**src/sfvc_pkg.sv**
```systemverilog
package sfvc_pkg;

    // ********************************
    // Link commands
    // ********************************
    localparam logic [7:0] OP_READ_VCR = 8'h85;
    localparam logic [7:0] OP_WRITE_VCR = 8'h81;
    localparam logic [7:0] OP_FAST_READ = 8'h0b;
    localparam int ADDR_W = 24;
    localparam int BYTE_W = 8;

    // ********************************
    // Volatile configuration layout
    // ********************************
    localparam int DUMMY_HI = 7;
    localparam int DUMMY_LO = 4;
    localparam int EXEC_BIT = 3;
    localparam int RSVD_BIT = 2;
    localparam int WRAP_HI = 1;
    localparam int WRAP_LO = 0;
    localparam logic [7:0] VCR_RESET = 8'hfb;
    localparam logic [7:0] RSVD_MASK = 8'h04;
    localparam logic [3:0] DUMMY_ZERO = 4'h0;
    localparam logic [3:0] DUMMY_DEFAULT = 4'hf;
    localparam logic [3:0] FAST_READ_DUMMY = 4'h8;
    localparam logic [1:0] WRAP_16 = 2'b00;
    localparam logic [1:0] WRAP_32 = 2'b01;
    localparam logic [1:0] WRAP_64 = 2'b10;
    localparam logic [1:0] WRAP_CONT = 2'b11;
    localparam logic [5:0] MASK_16 = 6'h0f;
    localparam logic [5:0] MASK_32 = 6'h1f;
    localparam logic [5:0] MASK_64 = 6'h3f;

    // ********************************
    // Link clock limits
    // ********************************
    localparam int SYS_CLK_MHZ = 20;
    localparam int CLK_DIV = 2;
    localparam int SINGLE_RATE_FAST_READ_MHZ = 94;
    localparam int SINGLE_RATE_QUAD_IO_MHZ = 133;
    localparam int SINGLE_RATE_QUAD_IO_MIN_DUMMY = 11;
    localparam int UT_QUAD_MHZ = 108;

    // ********************************
    // Controller registers
    // ********************************
    localparam logic [7:0] REG_CMD = 8'h00;
    localparam logic [7:0] REG_ADDR = 8'h04;
    localparam logic [7:0] REG_TXDATA = 8'h08;
    localparam logic [7:0] REG_RXDATA = 8'h0c;
    localparam logic [7:0] REG_STATUS = 8'h10;
    localparam int CMD_NBYTES_LO = 8;
    localparam int CMD_DUMMY_LO = 16;
    localparam int CMD_SKIP_BIT = 20;
    localparam int CMD_TX_BIT = 21;
    localparam int ADDR_SEND_BIT = 24;
    localparam int STAT_BUSY_BIT = 0;
    localparam int STAT_DONE_BIT = 1;

endpackage

```
**src/sfvc_link_if.sv**
```systemverilog
interface sfvc_link_if;
    logic sclk;
    logic csN;
    logic mosi;
    logic miso;

    modport host
    (
        output sclk,
        output csN,
        output mosi,
        input miso
    );

    modport dev
    (
        input sclk,
        input csN,
        input mosi,
        output miso
    );
endinterface

```
**src/sfvc_host.sv**
```systemverilog
// The APB slave port and the register offsets are this design's own decisions.
module sfvc_host
#(
    parameter int DIV = sfvc_pkg::CLK_DIV
)
(
    input wire logic sys_clk,
    input wire logic reset,
    input wire logic psel,
    input wire logic penable,
    input wire logic pwrite,
    input wire logic [7:0] paddr,
    input wire logic [31:0] pwdata,
    output logic [31:0] prdata,
    output logic pready,
    output logic pslverr,
    sfvc_link_if.host link
);

    // ********************************
    // State
    // ********************************
    typedef enum logic [2:0]
    {
        HP_IDLE = 3'b000,
        HP_OPC = 3'b001,
        HP_ADDR = 3'b010,
        HP_DUMMY = 3'b011,
        HP_DATA = 3'b100,
        HP_FINISH = 3'b101
    } sfvc_host_phase_t;

    typedef struct packed {
        sfvc_host_phase_t phase;
        logic [7:0] divCnt;
        logic sclk;
        logic csN;
        logic [31:0] txShift;
        logic fresh;
        logic [4:0] cnt;
        logic [7:0] bytesLeft;
        logic [3:0] dummyLeft;
        logic [7:0] opc;
        logic [7:0] nbytes;
        logic [3:0] dummy;
        logic skipCmd;
        logic txMode;
        logic [23:0] addr;
        logic sendAddr;
        logic [7:0] txData;
        logic [31:0] rx;
        logic busy;
        logic done;
        logic go;
        logic [31:0] prdata;
        logic misoMeta;
        logic misoSync;
    } sfvc_host_state_t;

    localparam logic [7:0] DIV_LAST = 8'(DIV - 1);
    // Link clock is sys_clk / (2 * DIV), far below every single rate limit.
    localparam int LINK_MHZ = sfvc_pkg::SYS_CLK_MHZ / (2 * DIV);

    sfvc_host_state_t q;
    sfvc_host_state_t d;

    // ********************************
    // Helpers
    // ********************************
    function automatic sfvc_host_phase_t segAfter(input sfvc_host_phase_t ph,
                                                 input sfvc_host_state_t s);
        if (ph < HP_ADDR && s.sendAddr)
        begin
            return HP_ADDR;
        end
        if (ph < HP_DUMMY && s.dummy != 4'h0)
        begin
            return HP_DUMMY;
        end
        if (ph < HP_DATA && s.nbytes != 8'h00)
        begin
            return HP_DATA;
        end
        return HP_FINISH;
    endfunction

    function automatic logic [31:0] segData(input sfvc_host_phase_t ph,
                                            input sfvc_host_state_t s);
        logic [7:0] txByte;
        txByte = s.txData;
        if (s.opc == sfvc_pkg::OP_WRITE_VCR)
        begin
            txByte = s.txData & ~sfvc_pkg::RSVD_MASK;
        end
        unique case (ph)
            HP_OPC: return {s.opc, 24'h000000};
            HP_ADDR: return {s.addr, 8'h00};
            HP_DATA: return s.txMode ? {txByte, 24'h000000} : 32'h00000000;
            default: return 32'h00000000;
        endcase
    endfunction

    // ********************************
    // Next state
    // ********************************
    always_comb
    begin
        logic tick;
        logic rise;
        logic fall;
        logic access;
        d = q;
        access = psel && penable;
        d.misoMeta = link.miso;
        d.misoSync = q.misoMeta;
        if (psel && !penable)
        begin
            unique case (paddr)
                sfvc_pkg::REG_CMD: d.prdata = {10'h000, q.txMode, q.skipCmd, q.dummy,
                                               q.nbytes, q.opc};
                sfvc_pkg::REG_ADDR: d.prdata = {7'h00, q.sendAddr, q.addr};
                sfvc_pkg::REG_TXDATA: d.prdata = {24'h000000, q.txData};
                sfvc_pkg::REG_RXDATA: d.prdata = q.rx;
                sfvc_pkg::REG_STATUS: d.prdata = {30'h00000000, q.done, q.busy};
                default: d.prdata = 32'h00000000;
            endcase
        end
        if (access && pwrite)
        begin
            if (paddr == sfvc_pkg::REG_CMD && !q.busy)
            begin
                d.opc = pwdata[7:0];
                d.nbytes = pwdata[sfvc_pkg::CMD_NBYTES_LO +: 8];
                d.dummy = pwdata[sfvc_pkg::CMD_DUMMY_LO +: 4];
                d.skipCmd = pwdata[sfvc_pkg::CMD_SKIP_BIT];
                d.txMode = pwdata[sfvc_pkg::CMD_TX_BIT];
                d.go = 1'b1;
                d.busy = 1'b1;
            end
            if (paddr == sfvc_pkg::REG_ADDR && !q.busy)
            begin
                d.addr = pwdata[23:0];
                d.sendAddr = pwdata[sfvc_pkg::ADDR_SEND_BIT];
            end
            if (paddr == sfvc_pkg::REG_TXDATA && !q.busy)
            begin
                d.txData = pwdata[7:0];
            end
            if (paddr == sfvc_pkg::REG_STATUS && pwdata[sfvc_pkg::STAT_DONE_BIT])
            begin
                d.done = 1'b0;
            end
        end
        tick = (q.divCnt == DIV_LAST);
        d.divCnt = tick ? 8'h00 : q.divCnt + 8'h01;
        rise = tick && !q.sclk;
        fall = tick && q.sclk;
        if (tick)
        begin
            d.sclk = !q.sclk;
        end
        if (rise)
        begin
            unique case (q.phase)
                HP_OPC, HP_ADDR:
                begin
                    d.cnt = q.cnt + 5'h01;
                    if (q.cnt == ((q.phase == HP_OPC) ? 5'h07 : 5'h17))
                    begin
                        d.cnt = 5'h00;
                        d.phase = segAfter(q.phase, q);
                        d.fresh = 1'b1;
                    end
                end
                HP_DUMMY:
                begin
                    d.dummyLeft = q.dummyLeft - 4'h1;
                    if (q.dummyLeft == 4'h0)
                    begin
                        d.phase = segAfter(q.phase, q);
                        d.fresh = 1'b1;
                    end
                end
                HP_DATA:
                begin
                    d.rx = {q.rx[30:0], q.misoSync};
                    d.cnt = q.cnt + 5'h01;
                    if (q.cnt == 5'h07)
                    begin
                        d.cnt = 5'h00;
                        d.fresh = 1'b1;
                        d.bytesLeft = q.bytesLeft - 8'h01;
                        if (q.bytesLeft == 8'h01)
                        begin
                            d.phase = HP_FINISH;
                        end
                    end
                end
                default:
                begin
                    d.cnt = q.cnt;
                end
            endcase
        end
        if (fall)
        begin
            if (q.phase == HP_FINISH)
            begin
                d.csN = 1'b1;
                d.phase = HP_IDLE;
                d.busy = 1'b0;
                d.done = 1'b1;
            end
            else if (q.phase == HP_IDLE && q.go)
            begin
                d.go = 1'b0;
                d.csN = 1'b0;
                d.cnt = 5'h00;
                d.fresh = 1'b0;
                d.dummyLeft = q.dummy - 4'h1;
                d.bytesLeft = q.nbytes;
                d.phase = q.skipCmd ? segAfter(HP_OPC, q) : HP_OPC;
                d.txShift = segData(d.phase, q);
            end
            else if (q.phase != HP_IDLE)
            begin
                d.fresh = 1'b0;
                d.txShift = q.fresh ? segData(q.phase, q) : {q.txShift[30:0], 1'b0};
            end
        end
        if (reset)
        begin
            d = '0;
            d.csN = 1'b1;
        end
    end

    always_ff @(posedge sys_clk)
    begin
        q <= d;
    end

    // ********************************
    // Outputs
    // ********************************
    assign link.sclk = q.sclk;
    assign link.csN = q.csN;
    assign link.mosi = q.txShift[31];
    assign prdata = q.prdata;
    assign pready = 1'b1;
    assign pslverr = psel && penable && paddr != sfvc_pkg::REG_CMD
        && paddr != sfvc_pkg::REG_ADDR && paddr != sfvc_pkg::REG_TXDATA
        && paddr != sfvc_pkg::REG_RXDATA && paddr != sfvc_pkg::REG_STATUS;

endmodule

```
**src/flat_wrapper.sv**
```systemverilog
// flat-port wrapper written by rule: the top's interface ports become plain ports
module sfvc_host_flat 
#(
    parameter int DIV = sfvc_pkg::CLK_DIV
)
  (sys_clk, reset, psel, penable, pwrite, paddr, pwdata, prdata, pready, pslverr, link_sclk, link_csN, link_mosi, link_miso);
  sfvc_link_if link_i ();
  input wire logic sys_clk;
  input wire logic reset;
  input wire logic psel;
  input wire logic penable;
  input wire logic pwrite;
  input wire logic [7:0] paddr;
  input wire logic [31:0] pwdata;
  output logic [31:0] prdata;
  output logic pready;
  output logic pslverr;
  output wire logic [$bits(link_i.sclk)-1:0] link_sclk;
  output wire logic [$bits(link_i.csN)-1:0] link_csN;
  output wire logic [$bits(link_i.mosi)-1:0] link_mosi;
  input wire logic [$bits(link_i.miso)-1:0] link_miso;
  assign link_sclk = link_i.sclk;
  assign link_csN = link_i.csN;
  assign link_mosi = link_i.mosi;
  assign link_i.miso = link_miso;
  sfvc_host #(.DIV(DIV)) u_core (.sys_clk(sys_clk), .reset(reset), .psel(psel), .penable(penable), .pwrite(pwrite), .paddr(paddr), .pwdata(pwdata), .prdata(prdata), .pready(pready), .pslverr(pslverr), .link(link_i));
endmodule
```
**config.mk**
```make
export PLATFORM = sky130hd
export DESIGN_NAME = sfvc_host_flat
export DESIGN_NICKNAME = d
export VERILOG_FILES = /design/src/sfvc_pkg.sv /design/src/sfvc_link_if.sv /design/src/sfvc_host.sv /design/src/flat_wrapper.sv
export SDC_FILE = /design/constraint.sdc
export NUM_CORES = 1
export LEC_CHECK = 0
export ABC_AREA = 1
export BUFFER_PORTS_ARGS = -buffer_cell sky130_fd_sc_hd__buf_4
export CAP_MARGIN = 20
export CELL_PAD_IN_SITES_DETAIL_PLACEMENT = 1
export CELL_PAD_IN_SITES_GLOBAL_PLACEMENT = 1
export CORE_UTILIZATION = 47
export CTS_CLUSTER_SIZE = 28
export DETAILED_ROUTE_END_ITERATION = 8
export MAX_ROUTING_LAYER = met4
export PLACE_DENSITY_LB_ADDON = 0.1
export RECOVER_POWER = 50
export SYNTH_ARGS = -nofsm -noshare
export SYNTH_HDL_FRONTEND = slang
export SYNTH_SLANG_ARGS = --single-unit
```
**constraint.sdc**
```tcl
create_clock -name sys_clk -period 4 [get_ports sys_clk]
set_input_delay 0.2 -clock sys_clk [delete_from_list [all_inputs] [get_ports sys_clk]]
set_output_delay 0.2 -clock sys_clk [all_outputs]
set_load 0.005 [all_outputs]
```
==> run summary <==
CP max stage delay -> 990 ps
DIE AREA -> 0.0193 mm2
Remaining DRCs -> 0
number of CTS-inserted buffers -> 17
core footprint -> 0.0181 mm2
Worst Hold Class -> in2reg
All-Layer GR Usage -> 29.6%
setup TNS -> 0 ps
maximum clock rate -> 338 MHz
largest net degree at the start of global routing -> 64
CTS H-tree depth -> 4
slew margin rel. -> -12.3%
crit-path max FO -> 27
nets@finish -> 1265
Final setup viols -> 0
WP data arrival -> 3320 ps
Ys Warns -> 0
RSZ-0062 raised after global routing -> false
Mean Syn Cell Area -> 7.33 um2
Chip Height -> 139 um
vias per cell -> 5.71
vias in the first global route -> 8372
Slew Viols, Final -> 17
slowest CP cell -> clkbuf_1
post-synthesis register bit count -> 186
Mapped Nets -> 1255
Cell variety after synth -> 44
Mapped Area -> 0.00881 mm2
routability cong. -> 0.935
Crit path max-delay family -> simple AND/OR/NAND/NOR gates
die width -> 139 um
crit start category -> input port
CP bufs+invs -> 2
pwr dens -> 389 mW/mm2
Max Cap Viol -> 1
ANT nets after route -> 0
outcome -> complete, but fails checks
Critical Path RT -> 4360 ps
CP Capture Type -> register
Slew @ Worst Pin -> 1670 ps
worst r2r path cells -> 10
sequential fraction of the synthesis area -> 42.3%
layout overhead on the synthesized area -> 10.7%
fin crit share -> 74.1%
Initial Utilization -> 48.5%
num ports -> 83
Via Count -> 8298
Layout Cells excl Fill -> 1454
maximum vdd drop -> 0.323 mV
failing checks -> capacitance limit, slew limit
first-pass GRT wire length -> 43800 um
initial antenna violation count -> 0
placed cell count -> 1416
Final Hold Viols -> 0
Cell Rows -> 49
layout cells sized above 1 -> 11.8%
WL/cell -> 18.6 um
Final Core Density -> 53.7%
Gate Count Post-Synth -> 1202
setup skew after layout -> 10.8 ps
CTS tree -> yes
Detailed Routing Iterations Pass 1 -> 7
Hold Crit Depth -> 3
CTS Sinks -> 186
worst skew pair latency -> 450 ps
Lkg Pwr -> 3.76 nW
DRT iter0 DRCs -> 557
total grt overflow -> 0
diode count -> 0
Routed WL -> 27100 um
CTS Buffer Depth -> 2
clock-pin slew on the worst setup and hold paths -> 70 ps
DP HPWL -> 18800 um
critical path class -> in2reg
count of input and output buffers -> 74
logic depth of the worst setup path including buffers -> 9
worst-path cell chain -> clkbuf_4 -> nor2_1 -> nand2_1 -> nor2_1 -> nand2_1 -> nor3_1 -> clkbuf_1 -> o21ai_0 -> a21oi_1
post-CTS resize count -> 0
clock root cell -> clkbuf_16
minimum clock period -> 2960 ps
[sequential cells by signal (all words and copies together) (netlist names)]
name and count:
u_core.link.mosi 1, u_core.prdata 32, u_core.link.csN 1, u_core.q 151, u_core.link.sclk 1
[layer usage]
layer | vias up | global-route usage, % | wire length, um
li1 | 4016 | - | -
met1 | 4062 | 37.6 | 12500
met2 | 180 | 48.6 | 13000
met3 | 40 | 4.18 | 1050
met4 | 0 | 9.12 | 514
met5 | - | - | 0
[layout by cell type (no fill, tap or decap), drive strengths merged]
cell	n
clkbuf	57
nor4	3
nand3	72
dfxtp	186
nor2	119
nand4	15
a31oi	6
o31ai	4
xor2	5
nor3	13
ha	7
xnor2	1
or2	2
a41oi	1
nor3b	3
o22ai	9
o221ai	5
a211oi	8
conb	1
a221oi	15
nand2	173
a21oi	138
inv	143
bufinv	1
o211ai	7
o21ai	176
dlygate4sd3	5
clkinv	6
buf	44
[stage by stage]
| stage | setup slack, ps | power [mW] | cell area, um2 | hold slack [ps] |
|---|---|---|---|---|
| CTS | 1590 | 3.82 | 9810 | 5.25 |
| global route | 832 | 3.91 | 9740 | 8.45 |
| global placement | 1310 | 2.07 | 9150 | 408 |
| floorplan | 2420 | 2.00 | 8810 | 307 |
| detailed placement | 1150 | 2.07 | 9150 | 401 |
| finish | 1040 | 3.79 | 9740 | 7.39 |
[kinds of logic after synthesis]
logic type | Yosys count | synth area share, %
compound gates | 369 | 22.9
buf+inv | 233 | 12.2
other cells | 1 | 0.0426
fa+ha+maj | 7 | 0.995
xor+xnor | 6 | 0.597
simple gates | 400 | 21.0
flops | 186 | 42.3
[final cells by class]
class / count / area (um2)
fill: 2329 / 8400
multi-input combinational: 783 / 3940
sequential: 186 / 3720
timing repair buffer: 88 / 674
inverter: 136 / 510
clock buffer: 18 / 439
tap: 229 / 287
clock inverter: 14 / 174
[synth_stat cells (all sizes together)]
library cell | n | share of area, %
conb | 1 | 0.043
xnor2 | 1 | 0.099
nand4 | 15 | 1.1
a21oi | 138 | 7.8
or2 | 2 | 0.14
xor2 | 5 | 0.50
clkbuf | 39 | 1.7
o22ai | 9 | 0.64
o211ai | 7 | 0.60
o21ai | 176 | 10
a221oi | 15 | 1.6
dfxtp | 186 | 42
a31oi | 6 | 0.43
inv | 134 | 5.7
nor3 | 13 | 1.2
o221ai | 5 | 0.50
nor4 | 3 | 0.21
nor2 | 119 | 5.8
nor3b | 3 | 0.26
nand3 | 72 | 4.5
nand2 | 173 | 7.8
buf | 58 | 4.7
o31ai | 4 | 0.34
a211oi | 8 | 0.68
a41oi | 1 | 0.099
clkinv | 2 | 0.085
ha | 7 | 0.99
[path summary, 6_finish.rpt]
kind                      start             to  slack, ps
hold reg to reg     u_core.q[1]    u_core.q[0]        410
hold / removal       pwdata[13]   u_core.q[91]          7
setup / recovery       paddr[5]   u_core.q[79]       1040
setup reg to reg  u_core.q[176]  u_core.q[134]       1250
[worst reg2reg max path, stage by stage, from the launching register on]
cell     delay, ps
dfxtp_1        390
ha_1           170
nand2_1         60
nor2_1         390
nand3_1        590
inv_1          530
nand3_1        150
or2_0          230
nand3_1         80
nand2_1         70
inv_1           50
[repair_timing]
| item | CTS | global route |
|---|---|---|
| setup buffers | 0 | 0 |
| hold endpoints to repair | 5 | 0 |
| setup endpoints to repair | 0 | 0 |
| hold buffers | 5 | 0 |
[power by group]
group / leakage (nW) / internal (mW) / switching, mW
sequential: 1.50 / 1.86 / 0.00664
combinational: 1.96 / 0.0540 / 0.106
clock: 0.302 / 0.919 / 0.849
total: 3.76 / 2.83 / 0.961
Power figures use the tool's default switching activity.
